===== src/design/acl_pkg.sv =====
package acl_pkg;

  localparam int          PORT_W     = 3;
  localparam int          ADDR_W     = 12;
  localparam logic [15:0] TL_IP6     = 16'h86DD;
  localparam logic [15:0] TL_IP4     = 16'h0800;
  localparam logic [15:0] TL_ARP     = 16'h0806;
  localparam logic [15:0] TL_RARP    = 16'h8035;
  localparam logic [15:0] TL_OAM     = 16'h8902;
  localparam logic [15:0] TL_LEN_MAX = 16'h0600;
  localparam logic [15:0] TL_PTP     = 16'h88F7;
  localparam logic [15:0] PTP_PORT_A = 16'h013F;
  localparam logic [15:0] PTP_PORT_B = 16'h0140;
  localparam logic [3:0]  VER6       = 4'h6;
  localparam logic [3:0]  VER4       = 4'h4;
  localparam logic [7:0]  V6_MC_TOP  = 8'hFF;
  localparam logic [3:0]  V4_MC_TOP  = 4'hE;
  localparam logic [7:0]  PR_TCP     = 8'h06;
  localparam logic [7:0]  PR_UDP     = 8'h11;
  localparam logic [7:0]  SAP_SNAP   = 8'hAA;
  localparam logic [7:0]  CTL_SNAP   = 8'h03;
  localparam logic [1:0]  POS_LINK   = 2'h0;

  // Register map and per-lookup setting layout
  localparam logic [11:0] CFG_BASE   = 12'h000;
  localparam logic [11:0] STAT_ADDR  = 12'h100;
  localparam logic [15:0] CFG_RST    = 16'h0000;
  localparam int          LK_W       = 8;
  localparam int          LK_EN      = 0;
  localparam int          LK_ARP     = 1;
  localparam int          LK_V6      = 2;
  localparam int          LK_V6MC    = 3;
  localparam int          LK_V4      = 4;
  localparam int          LK_V4MC    = 6;
  localparam logic [1:0]  V4_SEVEN   = 2'h0;
  localparam logic [1:0]  V4_TP      = 2'h1;
  localparam logic [1:0]  V4_NTP     = 2'h2;
  localparam int          ST_FT      = 0;
  localparam int          ST_K0      = 4;
  localparam int          ST_K1      = 8;
  localparam int          ST_PTP     = 12;
  localparam int          ST_CW      = 13;
  localparam int          ST_CNT     = 16;

  typedef enum logic [3:0] {
    FT_IP6_MC, FT_IP6_UC, FT_IP4_MC, FT_IP4_UC, FT_ARP,
    FT_OAM, FT_SNAP, FT_LLC, FT_ETYPE, FT_NONE
  } acl_ftype_e;

  typedef enum logic [3:0] {
    KEY_NONE, KEY_V6_VLAN, KEY_V4_VLAN, KEY_SEVEN, KEY_V4_TP,
    KEY_V4_NTP, KEY_LINK, KEY_ARP, KEY_CUSTOM
  } acl_key_e;

  typedef enum logic [1:0] {L4_TCP, L4_UDP, L4_OTHER} acl_l4_e;

  typedef struct packed {
    logic              popped_cw;
    logic [PORT_W-1:0] port;
    logic [15:0]       type_len;
    logic [3:0]        ip_nibble;
    logic [7:0]        ip6_dst_top;
    logic [3:0]        ip4_dst_top;
    logic [7:0]        proto;
    logic [15:0]       udp_dport;
    logic [7:0]        dsap;
    logic [7:0]        ssap;
    logic [7:0]        ctrl;
    logic [47:0]       dmac;
    logic [47:0]       smac;
    logic [63:0]       eth_pl;
    logic [63:0]       udp_pl;
    logic              cust_req;
    logic [1:0]        cust_pos;
  } acl_frame_s;

  typedef struct packed {
    logic [PORT_W-1:0] port;
    acl_ftype_e        ftype;
    acl_l4_e           l4;
    logic              ptp;
    logic [63:0]       ptp_bytes;
    logic [47:0]       dmac;
    logic [47:0]       smac;
    acl_key_e          key0;
    acl_key_e          key1;
    logic [1:0]        cust_pos;
  } acl_result_s;

endpackage : acl_pkg


===== src/design/acl_frame_type_key_select.sv =====
`timescale 1ns/1ps
module acl_frame_type_key_select #(
  parameter int NPORTS = 8
) (
  // Clock, reset, enable
  input  wire logic                clk,
  input  wire logic                arst_n,
  input  wire logic                ce,
  // APB slave
  input  wire logic                psel,
  input  wire logic                penable,
  input  wire logic                pwrite,
  input  wire logic [11:0]         paddr,
  input  wire logic [31:0]         pwdata,
  output logic [31:0]              prdata,
  output logic                     pready,
  output logic                     pslverr,
  // Parsed frame in
  input  wire logic                frm_valid,
  input  wire acl_pkg::acl_frame_s frm,
  // Classification out
  output logic                     res_valid,
  output acl_pkg::acl_result_s     res
);

  localparam int PI_W = (NPORTS > 1) ? $clog2(NPORTS) : 1;

  logic [15:0]          cfg_q [NPORTS];
  logic [31:0]          prdata_q;
  logic                 pslverr_q;
  logic                 rd_ok_q;
  logic                 res_valid_q;
  acl_pkg::acl_result_s res_q;
  logic                 cw_q;
  logic [15:0]          cnt_q;

  ////////////////////////////////////////////////////////////////////////////
  // APB access

  logic [5:0]  pidx;
  logic        cfg_hit;
  logic        st_hit;
  logic        wr_en;
  logic [31:0] rd_data;

  assign pidx = paddr[7:2];

  always_comb begin
    cfg_hit = 1'b0;
    st_hit  = 1'b0;
    if (paddr[1:0] == 2'h0 && paddr[11:8] == acl_pkg::CFG_BASE[11:8]
        && int'(pidx) < NPORTS) begin
      cfg_hit = 1'b1;
    end else if (paddr == acl_pkg::STAT_ADDR) begin
      st_hit = 1'b1;
    end
  end

  always_comb begin
    rd_data = 32'h0000_0000;
    if (cfg_hit) begin
      rd_data = {16'h0000, cfg_q[pidx[PI_W-1:0]]};
    end else if (st_hit) begin
      rd_data[acl_pkg::ST_FT +: 4]   = res_q.ftype;
      rd_data[acl_pkg::ST_K0 +: 4]   = res_q.key0;
      rd_data[acl_pkg::ST_K1 +: 4]   = res_q.key1;
      rd_data[acl_pkg::ST_PTP]       = res_q.ptp;
      rd_data[acl_pkg::ST_CW]        = cw_q;
      rd_data[acl_pkg::ST_CNT +: 16] = cnt_q;
    end
  end

  // Read data is snapshotted one cycle ahead so prdata comes from a flop
  assign pready  = psel & penable & ce & rd_ok_q;
  assign prdata  = prdata_q;
  assign pslverr = pslverr_q & pready;
  assign wr_en   = pready & pwrite & ~pslverr_q;

  always_ff @(posedge clk or negedge arst_n) begin
    if (!arst_n) begin
      prdata_q  <= 32'h0000_0000;
      pslverr_q <= 1'b0;
      rd_ok_q   <= 1'b0;
    end else if (ce) begin
      prdata_q  <= rd_data;
      pslverr_q <= ~(cfg_hit | st_hit);
      rd_ok_q   <= psel & ~pready;
    end
  end

  generate
    for (genvar p = 0; p < NPORTS; p++) begin : g_cfg
      always_ff @(posedge clk or negedge arst_n) begin
        if (!arst_n) begin
          cfg_q[p] <= acl_pkg::CFG_RST;
        end else if (ce && wr_en && cfg_hit && pidx == 6'(p)) begin
          cfg_q[p] <= pwdata[15:0];
        end
      end
    end
  endgenerate

  ////////////////////////////////////////////////////////////////////////////
  // Frame type

  acl_pkg::acl_ftype_e ft;
  acl_pkg::acl_l4_e    l4;
  logic                is_ip;
  logic                is_v6;
  logic                is_v4;
  logic                ptp;
  logic [63:0]         ptp_bytes;

  always_comb begin
    is_v6 = 1'b0;
    is_v4 = 1'b0;
    if (frm.popped_cw) begin
      is_v6 = frm.ip_nibble == acl_pkg::VER6;
      is_v4 = frm.ip_nibble == acl_pkg::VER4;
    end else begin
      is_v6 = frm.type_len == acl_pkg::TL_IP6 && frm.ip_nibble == acl_pkg::VER6;
      is_v4 = frm.type_len == acl_pkg::TL_IP4 && frm.ip_nibble == acl_pkg::VER4;
    end
  end

  always_comb begin
    ft = acl_pkg::FT_NONE;
    if (is_v6) begin
      ft = (frm.ip6_dst_top == acl_pkg::V6_MC_TOP) ? acl_pkg::FT_IP6_MC
                                                   : acl_pkg::FT_IP6_UC;
    end else if (is_v4) begin
      ft = (frm.ip4_dst_top == acl_pkg::V4_MC_TOP) ? acl_pkg::FT_IP4_MC
                                                   : acl_pkg::FT_IP4_UC;
    end else if (frm.popped_cw) begin
      ft = acl_pkg::FT_NONE;
    end else if (frm.type_len == acl_pkg::TL_ARP || frm.type_len == acl_pkg::TL_RARP) begin
      ft = acl_pkg::FT_ARP;
    end else if (frm.type_len == acl_pkg::TL_OAM) begin
      ft = acl_pkg::FT_OAM;
    end else if (frm.type_len < acl_pkg::TL_LEN_MAX) begin
      if (frm.dsap == acl_pkg::SAP_SNAP && frm.ssap == acl_pkg::SAP_SNAP
          && frm.ctrl == acl_pkg::CTL_SNAP) begin
        ft = acl_pkg::FT_SNAP;
      end else begin
        ft = acl_pkg::FT_LLC;
      end
    end else begin
      ft = acl_pkg::FT_ETYPE;
    end
  end

  assign is_ip = is_v6 | is_v4;

  always_comb begin
    l4 = acl_pkg::L4_OTHER;
    if (is_ip && frm.proto == acl_pkg::PR_TCP) begin
      l4 = acl_pkg::L4_TCP;
    end else if (is_ip && frm.proto == acl_pkg::PR_UDP) begin
      l4 = acl_pkg::L4_UDP;
    end
  end

  always_comb begin
    ptp       = 1'b0;
    ptp_bytes = 64'h0;
    if (ft == acl_pkg::FT_ETYPE && frm.type_len == acl_pkg::TL_PTP) begin
      ptp       = 1'b1;
      ptp_bytes = frm.eth_pl;
    end else if (l4 == acl_pkg::L4_UDP && (frm.udp_dport == acl_pkg::PTP_PORT_A
                 || frm.udp_dport == acl_pkg::PTP_PORT_B)) begin
      ptp       = 1'b1;
      ptp_bytes = frm.udp_pl;
    end
  end

  ////////////////////////////////////////////////////////////////////////////
  // Key choice

  function automatic acl_pkg::acl_key_e pick_key(
    input acl_pkg::acl_ftype_e ftype,
    input logic [7:0]          s,
    input logic                cust,
    input logic [1:0]          pos,
    input logic                cw
  );
    pick_key = acl_pkg::KEY_NONE;
    if (!s[acl_pkg::LK_EN]) begin
      pick_key = acl_pkg::KEY_NONE;
    end else if (cust) begin
      pick_key = (cw && pos == acl_pkg::POS_LINK) ? acl_pkg::KEY_NONE : acl_pkg::KEY_CUSTOM;
    end else begin
      case (ftype)
        acl_pkg::FT_IP6_MC: begin
          pick_key = s[acl_pkg::LK_V6]   ? acl_pkg::KEY_LINK    :
                     s[acl_pkg::LK_V6MC] ? acl_pkg::KEY_V6_VLAN : acl_pkg::KEY_SEVEN;
        end
        acl_pkg::FT_IP6_UC: begin
          pick_key = s[acl_pkg::LK_V6] ? acl_pkg::KEY_LINK : acl_pkg::KEY_SEVEN;
        end
        acl_pkg::FT_IP4_MC, acl_pkg::FT_IP4_UC: begin
          if (ftype == acl_pkg::FT_IP4_MC && s[acl_pkg::LK_V4MC]) begin
            pick_key = acl_pkg::KEY_V4_VLAN;
          end else if (s[acl_pkg::LK_V4 +: 2] == acl_pkg::V4_SEVEN) begin
            pick_key = acl_pkg::KEY_SEVEN;
          end else if (s[acl_pkg::LK_V4 +: 2] == acl_pkg::V4_TP) begin
            pick_key = acl_pkg::KEY_V4_TP;
          end else if (s[acl_pkg::LK_V4 +: 2] == acl_pkg::V4_NTP) begin
            pick_key = acl_pkg::KEY_V4_NTP;
          end else begin
            pick_key = acl_pkg::KEY_LINK;
          end
        end
        acl_pkg::FT_ARP: begin
          pick_key = s[acl_pkg::LK_ARP] ? acl_pkg::KEY_LINK : acl_pkg::KEY_ARP;
        end
        acl_pkg::FT_NONE: begin
          pick_key = acl_pkg::KEY_NONE;
        end
        default: begin
          pick_key = acl_pkg::KEY_LINK;
        end
      endcase
    end
  endfunction : pick_key

  logic        port_ok;
  logic [15:0] pcfg;

  // Out-of-range port numbers see an all-disabled setting
  assign port_ok = int'(frm.port) < NPORTS;
  assign pcfg    = port_ok ? cfg_q[frm.port[PI_W-1:0]] : acl_pkg::CFG_RST;

  ////////////////////////////////////////////////////////////////////////////
  // Result stage

  always_ff @(posedge clk or negedge arst_n) begin
    if (!arst_n) begin
      res_valid_q <= 1'b0;
    end else if (ce) begin
      res_valid_q <= frm_valid;
    end
  end

  always_ff @(posedge clk or negedge arst_n) begin
    if (!arst_n) begin
      res_q <= '0;
      cw_q  <= 1'b0;
    end else if (ce && frm_valid) begin
      res_q.port      <= frm.port;
      res_q.ftype     <= ft;
      res_q.l4        <= l4;
      res_q.ptp       <= ptp;
      res_q.ptp_bytes <= ptp_bytes;
      // No link layer exists once labels are popped
      res_q.dmac      <= frm.popped_cw ? 48'h0 : frm.dmac;
      res_q.smac      <= frm.popped_cw ? 48'h0 : frm.smac;
      res_q.key0      <= pick_key(ft, pcfg[0 +: acl_pkg::LK_W], frm.cust_req,
                                  frm.cust_pos, frm.popped_cw);
      res_q.key1      <= pick_key(ft, pcfg[acl_pkg::LK_W +: acl_pkg::LK_W], frm.cust_req,
                                  frm.cust_pos, frm.popped_cw);
      res_q.cust_pos  <= frm.cust_pos;
      cw_q            <= frm.popped_cw;
    end
  end

  // Frame counter wraps; software diffs two reads
  always_ff @(posedge clk or negedge arst_n) begin
    if (!arst_n) begin
      cnt_q <= 16'h0000;
    end else if (ce && frm_valid) begin
      cnt_q <= cnt_q + 16'h0001;
    end
  end

  assign res_valid = res_valid_q;
  assign res       = res_q;

  logic in_eth;
  assign in_eth = frm_valid & ce & ~frm.popped_cw;
endmodule : acl_frame_type_key_select


===== config.mk =====
export PLATFORM = sky130hd
export DESIGN_NAME = acl_frame_type_key_select
export DESIGN_NICKNAME = d
export VERILOG_FILES = /design/src/design/acl_pkg.sv /design/src/design/acl_frame_type_key_select.sv
export SDC_FILE = /design/constraint.sdc
export NUM_CORES = 1
export LEC_CHECK = 0
export BUFFER_PORTS_ARGS = -buffer_cell sky130_fd_sc_hd__buf_2
export CORE_ASPECT_RATIO = 0.6
export CORE_MARGIN = 2
export CORE_UTILIZATION = 30
export DETAILED_ROUTE_END_ITERATION = 10
export SLEW_MARGIN = 20
export SYNTH_ARGS = -nofsm -noshare
export SYNTH_HDL_FRONTEND = slang
export SYNTH_SLANG_ARGS = --single-unit

===== constraint.sdc =====
create_clock -name clk -period 2.4 [get_ports clk]
set_input_delay 0.48 -clock clk [delete_from_list [all_inputs] [get_ports clk]]
set_output_delay 0.48 -clock clk [all_outputs]
set_load 0.01 [all_outputs]

## Yosys cells after proc, flatten, opt, wreduce, memory -nomap -nowiden

Cells that the tools add are included.

| storage, ports and cells | value |
|---|---|
| register bits after elaboration | 360 |
| bits of input ports | 362 |
| output and inout bits | 215 |
| word-level logic and storage cells | 169 |

| operators by class | value |
|---|---|
| $add $sub $neg | 1 |
| magnitude comparators | 4 |
| equality and inequality tests | 36 |
| mux-type cells | 56 |
| bitwise operators | 14 |
| reduce and logical (&&, ||, !) cells | 34 |

Operator list:

| cell | number |
|---|---|
| 64-bit two-way mux | 2 |
| 16-bit binary-select mux with 3-bit select | 2 |
| 48-bit two-way mux | 2 |
| 16-bit equality test (second input constant) | 4 |
| 16-bit two-way mux | 4 |
| 4-bit two-way mux | 11 |
| 16-bit by 12-bit equality test with 1-bit output (second input constant) | 2 |
| 16-bit by 9-bit equality test with 1-bit output (second input constant) | 2 |
| 15-bit two-way mux | 2 |
| 3-bit one-hot mux with 5 select lines | 2 |
| 14-bit two-way mux | 2 |
| 6-bit by 3-bit equality test with 1-bit output (second input constant) | 4 |
| 8-bit equality test (second input constant) | 3 |
| 1-bit logical AND | 24 |
| 3-bit two-way mux | 8 |
| 2-bit two-way mux | 9 |
| 16-bit by 1-bit adder with 16-bit output (second input constant) | 1 |
| 16-bit by 11-bit < comparator with 1-bit output (second input constant) | 1 |
| 12-bit by 9-bit equality test with 1-bit output (second input constant) | 1 |
| 4-bit by 3-bit equality test with 1-bit output (second input constant) | 3 |
| 4-bit equality test (second input constant) | 3 |
| 6-bit by 2-bit equality test with 1-bit output (second input constant) | 2 |
| 1-bit two-way mux | 12 |
| 4-bit by 2-bit equality test with 1-bit output (second input constant) | 2 |
| other kinds (18) | 37 |

## Logic depth before layout (Yosys ltp)

Gate-level depths: netlist (run 1).

| logic depth | value |
|---|---|
| depth in word-level cells | 16 |
| gate-level depth with buffers | 10 |
| gate-level depth less buffers | 6 |

## Least setup slack after synthesis (run 1)

Ideal clock, no wire load.

| path | value |
|---|---|
| path kind | input to register |
| start point | input frm[307] in the netlist's numbering |
| end point | register res_q, in the netlist res[3] |
| setup time | 88 ps |
| arrival time | 2730 ps |
| required time | 2312 ps |
| slack | -419 ps |
| cell stages on the path | 9 |
| path buffers | 3 |
| cell sequence | buf_2 buf_1 buf_2 mux4_2 mux2i_1 ha_1 o21ai_0 nand2b_1 a41oi_1 |

| on the way | value |
|---|---|
| word-level cells in the longest chain between the ends | 12 |
| elaborated cells between the ends (all ways) | 17 |
| those cells by class | eq/ne: 2; mux: 12; bitwise: 1; reduce/logical: 2 |

RTL lines:

| item | line | source |
|---|---|---|
| start, declared | acl_frame_type_key_select.sv:20 | `input wire acl_pkg::acl_frame_s frm,` |
| 3-bit NOT with 4-bit output (not written as such) (*) | acl_frame_type_key_select.sv:231 | `assign pcfg = port_ok ? cfg_q[frm.port[PI_W-1:0]] : acl_pkg::CFG_RST;` |
| 16-bit binary-select mux with 3-bit select (*) | acl_frame_type_key_select.sv:231 |  |
| 15-bit two-way mux (not written as such) (*) (2 in a row) | acl_frame_type_key_select.sv:231 |  |
| 2-bit equality test | acl_frame_type_key_select.sv:207 | `end else if (s[acl_pkg::LK_V4 +: 2] == acl_pkg::V4_NTP) begin` |
| 2-bit two-way mux | acl_frame_type_key_select.sv:207 |  |
| 2-bit two-way mux | acl_frame_type_key_select.sv:205 | `end else if (s[acl_pkg::LK_V4 +: 2] == acl_pkg::V4_TP) begin` |
| 3-bit two-way mux | acl_frame_type_key_select.sv:203 | `end else if (s[acl_pkg::LK_V4 +: 2] == acl_pkg::V4_SEVEN) begin` |
| 3-bit two-way mux | acl_frame_type_key_select.sv:201 | `if (ftype == acl_pkg::FT_IP4_MC && s[acl_pkg::LK_V4MC]) begin` |
| 3-bit one-hot mux with 5 select lines | acl_frame_type_key_select.sv:192 | `case (ftype)` |
| 4-bit two-way mux | acl_frame_type_key_select.sv:189 | `end else if (cust) begin` |
| 4-bit two-way mux (*) | acl_frame_type_key_select.sv:187 | `if (!s[acl_pkg::LK_EN]) begin` |
| end, declared | acl_frame_type_key_select.sv:33 | `acl_pkg::acl_result_s res_q;` |

Mark *: on every way between the ends. The rest lies on a longest branch, timed or not. The select of a mux whose other input is x is not followed.
A chain may end at the register's enable or synchronous reset.

## Final worst setup path (run 1)

| path | value |
|---|---|
| start point | input frm[305] in the netlist's numbering |
| end point | register res_q, in the netlist res[151] |

| on the way | value |
|---|---|
| word-level cells in the longest chain between the ends | 11 |
| elaborated cells between the ends (all ways) | 29 |
| those cells by class | order compare: 1; eq/ne: 8; mux: 12; bitwise: 1; reduce/logical: 7 |

RTL lines:

| item | line | source |
|---|---|---|
| parallel branches: the longest is 10 deep, another holds 16-bit by 11-bit < comparator with 1-bit output | n/a |  |
| 64-bit two-way mux (*) | acl_frame_type_key_select.sv:166 | `if (ft == acl_pkg::FT_ETYPE && frm.type_len == acl_pkg::TL_PTP) begin` |

Every way passes the cells marked *.

==> impl_results.md, run 1 <==
* Outcome: finished, violations left
* Failing checks: negative setup slack
* Bufs on Longest Clock Path at 3
* Wire length of the first global-routing pass at 85100 um
* Worst-case hold slack at 0.179 ns
* Routed length per placed instance at 21.2 um
* Share of the cycle needed by the critical path after routing at 100%
* Worst setup path category: in -> reg
* Number of optimization iterations in the first detailed-route pass at 5
* Detailed-route DRC error count at 0
* Chip Height at 186 um
* Maximum capacitance violations at 0
* Setup repair after global routing missed its margin: true
* Final weighted congestion in routability-driven placement at 0.882
* Total power consumption of the routed design at 13.9 mW
* EDFF count, synth at 0
* Number of nets with antenna violations after routing at 0
* Via count of the first global-routing pass at 13700
* TritonCTS clock tree: done
* Synthesized area per cell at 11.6 sq um
* Total wire length after detailed routing at 59200 um
* Synthesized netlist net count at 1792
* Core Footprint at 54400 sq um
* Fraction of layout instances using a drive strength above 1 at 45.5%
* Worst stage delay on the critical path at 0.54 ns
* Reg2Reg Setup Slack at 0.40 ns
* Hpwl dp at 43800 um
* Site Rows at 66
* Filler cell count at 5262
* PwrDens at 616 nW/um^2
* Number of clock buffers inserted by TritonCTS at 39
* Period minus WS final at 2.40 ns
* Data required time at the worst endpoint at 2.80 ns
* Share of total power in combinational logic at 11.1%
* Upper clock frequency limit at 0.416 GHz
* CTS root buffer: clkbuf_16
* Number of slew-limit violations in the final report at 0
* Worst setup slack before clock tree synthesis at -0.575 ns
* Synthesized cell area at 16600 sq um
* Critical path fanouts, max at 16
* Net switching power of the design at 3.62 mW
* Instance area at placement at 21100 sq um
* Horiz. Die Dim at 308 um
* Die Outline Area at 57300 sq um
* Area of the multi-input gates at 7170 sq um
* Number of port buffers at 560
* Worst-path cell with the longest stage delay: or4_1
* Worst clock skew at 0.0148 ns
* Clk pin slew, worst setup/hold paths at 0.06 ns
* Leak Pwr at 11.5 nW
* Number of H-tree branching levels at 2
* Internal power consumption at 10.2 mW
* Via density per instance at 5.03
* Critical Path Sink Type: flop
* Remaining global-route overflow at 0
* Post-synthesis register bit count at 360
* Kind of launch point of the worst setup path: input port
* Share of power burned in the clock network at 42.0%
* Tightest Hold Check Type: in -> reg
* Clk Latency, worst-skew pair at 0.53 ns
* Count of buffer and inverter cells on the critical path at 4
* Number of DRC violations after detailed-routing iteration 0 at 902
* Largest net degree at the start of global routing at 98
* Final std cell area, no fill at 22500 sq um
* Initial core utilization at 30.5%
* Part of the power in registers at 46.9%
* Setup ws final at -0.00209 ns
* Final net count at 2410
* Max IR drop VDD at 0.340 mV
* Number of synthesis warnings at 0
* Clock sink count at 360
* Gate count of the mapped netlist at 1427
* Overall fraction of global-route tracks in use at 19.6%
* Cell family with the largest share of critical-path delay: simple AND/OR/NAND/NOR gates
* CP Cell Sequence: buf_2 > or4b_4 > buf_4 > or4_1 > o211ai_1 > a211oi_4 > buf_12 > clkbuf_16 > a221o_1
* Sequential cell area at 9010 sq um
* Share of flip-flops with an asynchronous set or reset at 100%
* Number of antenna violations at the first check in global routing at 9
* Switching power as a share of total power at 26.1%
* Worst slew margin relative to its limit at 42.8%
* Number of library cell types mapped by synthesis at 53
* Post-synth top flop: dfrtp_1
* Synth-to-Final Area Change at 35.4%
* Fraction of the yosys area taken by sequential cells at 54.3%
* Total of endpoints with negative setup slack in the final report at 2
* Final hold violations at 0
* Measured slew at the worst slew-check pin at 0.847 ns
* Data arrival, critical path at 2.80 ns
* Detailed-route via count at 14000
* Top Ports at 577
[metal layers]
layer  vias up  wire length, um  GRT usage (%)
li1       6390                -              -
met3        96             4130           4.50
met2       515            26500           28.9
met1      7035            27100           28.9
met5         -               13              0
met4         2             1500           5.46
[power groups by stage]
stage                     Clock, mW  Sequential (mW)  Combinational, mW
after floorplan                   0             6.67              0.457
after global placement            0             6.60               1.51
after detailed placement          0             6.61               1.54
after CTS                      6.00             6.50               1.55
after global routing           6.27             6.53               1.69
final                          5.82             6.50               1.54
[cell type report]
cell class,instances,area share (%)
diodes,5,0.0556
clock buffers,51,4.76
repair buffers,674,18.2
multi-input cells,943,31.9
well taps,714,3.97
clock inverters,18,0.634
inverters,27,0.451
flip-flops and latches,360,40.1
[state kept, by name, indices dropped and copies added, names as in the netlist]
| signal | cells |
|---|---|
| cw_q | 1 |
| cnt_q | 16 |
| res | 180 |
| pslverr_q | 1 |
| prdata | 32 |
| rd_ok_q | 1 |
| res_valid | 1 |
| cfg_q | 128 |
[cells in the mapped netlist (4+ instances only)]
cell type  number  area (sq um)
nand2_1       245           920
nor2_1         47           176
mux2_2        130          1460
nand4_1        10          62.6
buf_2           7          35.0
o21ai_0       121           606
buf_1          10          37.5
nor4_1          7          43.8
buf_4           7          52.6
a41oi_1         5          43.8
nand3_1        30           150
nor3_1          9          45.0
a221o_1        64           641
and4_1          5          43.8
or4_1           7          52.6
o211ai_1        4          30.0
mux4_2         60          1350
a21oi_1        40           200
and2_1         66           413
xnor2_1        12           105
inv_1          27           101
mux2i_1        28           280
clkbuf_1       73           274
dfrtp_1       360          9010
[kinds of logic after synthesis]
family / after synthesis / share of synthesized area (%)
compound gates: 252 / 10.1
xor+xnor: 15 / 0.791
fa+ha+maj: 3 / 0.226
buf+inv: 124 / 3.01
flops: 360 / 54.3
mux: 218 / 18.6
simple gates: 455 / 13.0
[layout by cell type (no fill, tap or decap), drive strengths merged, types with 11 or more instances in the layout]
cell type and instances:
buf 671, dfrtp 360, nand2 245, mux2 130, o21ai 121, and2 66
a221o 64, mux4 60, clkbuf 53, nor2 47, a21oi 40, nand3 30
inv 29, mux2i 28, xnor2 12, nor3 11
[path summary, 6_finish.rpt]
kind,start,end,depth (start not counted)
setup reg to reg,rd_ok_q$_DFFE_PN0P_,cfg_q[8]$_DFFE_PN0P_,7
max in group asynchronous,arst_n,res[84]$_DFFE_PN0P_,3
setup / recovery,frm[305],res[151]$_DFFE_PN0P_,9
min in group asynchronous,arst_n,res[157]$_DFFE_PN0P_,2
hold reg to reg,res[1]$_DFFE_PN0P_,res[1]$_DFFE_PN0P_,2
hold / removal,frm[51],res[154]$_DFFE_PN0P_,2
[stage by stage]
stage | cells | TNS [ns] | util [%]
2_1_floorplan | 1427 | -7.37 | -
3_3_place_gp | 2709 | -38.50 | 38.8
3_5_place_dp | 2709 | -39.35 | 38.8
4_1_cts | 2784 | 0 | 41.1
5_1_grt | 2789 | -0.00300 | 41.3
6_report | 2792 | -0.00255 | 41.3
[repair_timing]
action | in CTS | in global routing
hold buffers | 1 | 0
pin swaps | 2 | 2
hold endpoints to repair | 50 | 0
endpoints found under the setup margin | 2 | 68
gates cloned | 1 | 2
resized for setup | 2 | 3
setup buffers | 4 | 1
(Power assumes the default switching activity.)
==> run 2: changes to the inputs <==
- CTS_BUF_LIST: unset -> sky130_fd_sc_hd__clkbuf_4
- GPL_TIMING_DRIVEN: unset -> 0
- clock period: 2.4 -> 3 ns (I/O delays scaled with it)
==> run 2 against run 1 <==
Compared with the run above: the run now ends clean; die area stayed put; clock power is 29% lower; total power is 23% lower; largest power group unchanged; critical endpoint is now res[167]$_DFFE_PN0P_; highest routed layer unchanged; first-iteration DRC count is 33% higher.
==> impl_results.md, run 2 (synthesis gave the netlist of run 1 again) <==
* CTS root buffer: clkbuf_4 (was clkbuf_16)
* Cells on Worst Hold Path at 2 (unchanged)
* Tightest Hold Check Type: in -> reg (unchanged)
* Commonest non-fill, non-tap cell in the layout: buf_2 (unchanged)
* PwrDens at 463 nW/um^2 (was 616 nW/um^2)
* Number of optimization iterations in the first detailed-route pass at 5 (unchanged)
* Core Footprint at 54400 sq um (unchanged)
* Setup repair after global routing missed its margin: false (was true)
* Post-route non-filler standard cell count at 3027 (was 2792)
* Number of clock buffers inserted by TritonCTS at 91 (was 39)
* Data arrival, critical path at 3.65 ns (was 2.80 ns)
* Min-Delay Startpoint: frm[81] (was frm[51])
* Worst clock skew at 0.0507 ns (was 0.0148 ns)
* Number of nets with antenna violations after routing at 0 (unchanged)
* Fraction of layout instances using a drive strength above 1 at 39.2% (was 45.5%)
* End of the worst register-to-register path: cfg_q[12]$_DFFE_PN0P_ (was cfg_q[8]$_DFFE_PN0P_)
* Hpwl dp at 49100 um (was 43800 um)
* Commonest non-fill, non-tap cells in the layout: 563 x buf_2, 360 x dfrtp_1, 245 x nand2_1, 171 x dlygate4sd3_1, 130 x mux2_2 (was 559 x buf_2, 360 x dfrtp_1, 240 x nand2_1, 130 x mux2_2, 121 x o21ai_0)
* Kind of launch point of the worst setup path: input port (unchanged)
* Final weighted congestion in routability-driven placement at 0.892 (was 0.882)
* Share of the cycle needed by the critical path after routing at 98.9%
* Leak Pwr at 11.7 nW (was 11.5 nW)
* Final net count at 2615 (was 2410)
* Data required time at the worst endpoint at 3.68 ns (was 2.80 ns)
* Worst Hold End: res[120]$_DFFE_PN0P_ (was res[154]$_DFFE_PN0P_)
* Measured slew at the worst slew-check pin at 1.15 ns (was 0.847 ns)
* Wire length of the first global-routing pass at 95500 um (was 85100 um)
* Worst slew margin relative to its limit at 23.6% (was 42.8%)
* Clk pin slew, worst setup/hold paths at 0.08 ns (was 0.06 ns)
* Period minus WS final at 2.97 ns
* TritonCTS clock tree: done (unchanged)
* Reg2Reg Setup Slack at 0.28 ns (was 0.40 ns)
* Largest register FFs at 180 (unchanged)
* Total of endpoints with negative setup slack in the final report at 0 (was 2)
* Maximum capacitance violations at 0 (unchanged)
* Overall fraction of global-route tracks in use at 22.3% (was 19.6%)
* Sequential cell area at 9010 sq um (unchanged)
* Detailed-route via count at 15500 (was 14000)
* Worst reg-to-reg path cell count at 7 (unchanged)
* Worst setup path category: in -> reg (unchanged)
* Critical path fanouts, max at 10 (was 16)
* Startpoint of the worst register-to-register path: rd_ok_q$_DFFE_PN0P_ (unchanged)
* Via count of the first global-routing pass at 15600 (was 13700)
* Number of port buffers at 555 (was 560)
* Total wire length after detailed routing at 66800 um (was 59200 um)
* Cell Count Post-Placement at 2699 (was 2709)
* Final hold violations at 0 (unchanged)
* Outcome: completed (was finished, violations left)
* Number of slew-limit violations in the final report at 0 (unchanged)
* Number of antenna violations at the first check in global routing at 6 (was 9)
* Chip Height at 186 um (unchanged)
* Synth-to-Final Area Change at 39.7% (was 35.4%)
* Filler cell count at 5196 (was 5262)
* Max IR drop VDD at 0.177 mV (was 0.340 mV)
* Initial core utilization at 30.5% (unchanged)
* Bufs on Longest Clock Path at 3 (unchanged)
* Site Rows at 66 (unchanged)
* Clock sink count at 360 (unchanged)
* Critical Path Sink Type: flop (unchanged)
* Top Ports at 577 (unchanged)
* Detailed-route DRC error count at 0 (unchanged)
* Via density per instance at 5.13 (was 5.03)
* Die Outline Area at 57300 sq um (unchanged)
* Number of DRC violations after detailed-routing iteration 0 at 1202 (was 902)
* Largest net degree at the start of global routing at 97 (was 98)
* Clk Latency, worst-skew pair at 0.80 ns (was 0.53 ns)
* Horiz. Die Dim at 308 um (unchanged)
* Routed length per placed instance at 22.1 um (was 21.2 um)
* Area of the multi-input gates at 7110 sq um (was 7170 sq um)
* Final core utilization at 42.6% (was 41.3%)
* Total power consumption of the routed design at 10.7 mW (was 13.9 mW)
* Upper clock frequency limit at 0.337 GHz
* Remaining global-route overflow at 0 (unchanged)
* Number of H-tree branching levels at 3 (was 2)
[run 2: worst max-delay path: stages]
cell,delay [ns]
buf_2,0.11
or4b_1,0.60
or4b_1,0.56
or3_1,0.44
a211oi_4,0.36
buf_4,0.28
a221o_1,0.16
dlygate4sd3_1,0.54
[run 2: metrics by stage]
stage | setup TNS [ns] | setup WS, ns | hold slack, ns | cell area [sq um]
floorplan | 0 | 0.0613 | 0.304 | 16600
finish | 0 | 0.0342 | 0.114 | 23200
global route | 0 | 0.000114 | 0.0206 | 23200
CTS | 0 | 0.0252 | 0.000168 | 23200
global placement | -2211.70 | -5.81 | 0.458 | 20300
detailed placement | -145.10 | -0.859 | 0.463 | 20400
[run 2: power by group]
part	switching (mW)	internal (mW)
sequential	0.159	5.05
clock	2.12	1.99
combinational	0.810	0.599
[run 2: metal layers]
| metal | share of wire (%) | up-vias | track usage (%) |
|---|---|---|---|
| met1 | 43 | 7718 | 30.6 |
| li1 | - | 6836 | - |
| met5 | 0.27 | - | 1.66 |
| met3 | 10 | 179 | 9.51 |
| met4 | 2.9 | 10 | 6.95 |
| met2 | 43 | 774 | 31.4 |
[run 2: how the worst max path moves through the flow]
| stage | start | endpoint | slack [ns] | cells past startpoint |
|---|---|---|---|---|
| after floorplan | frm[307] | res[7]$_DFFE_PN0P_ | 0.06 | 9 |
| after global placement | arst_n | res[134]$_DFFE_PN0P_ | -5.81 | 1 |
| after detailed placement | frm[307] | res[8]$_DFFE_PN0P_ | -0.86 | 9 |
| after CTS | frm[305] | res[169]$_DFFE_PN0P_ | 0.03 | 8 |
| after global routing | frm[308] | res[7]$_DFFE_PN0P_ | 0.0001 | 9 |
| final | frm[305] | res[167]$_DFFE_PN0P_ | 0.03 | 8 |
[run 2: what timing repair did]
action                                  4_1_cts  5_1_grt
endpoints found under the setup margin        0       63
gates resized for setup                       0        4
hold buffers                                171        0
hold endpoints to repair                    209        0
buffers inserted                              0        2
[run 2: layout make-up]
cell class,instances,area share [%]
Sequential cell,360,38.8
Multi-Input combinational cell,943,30.7
Timing Repair Buffer,731,19.8
Clock buffer,123,3.98
Tap cell,714,3.85
Buffer,96,1.73
Clock inverter,32,0.680
Inverter,27,0.437
Antenna cell,1,0.0108
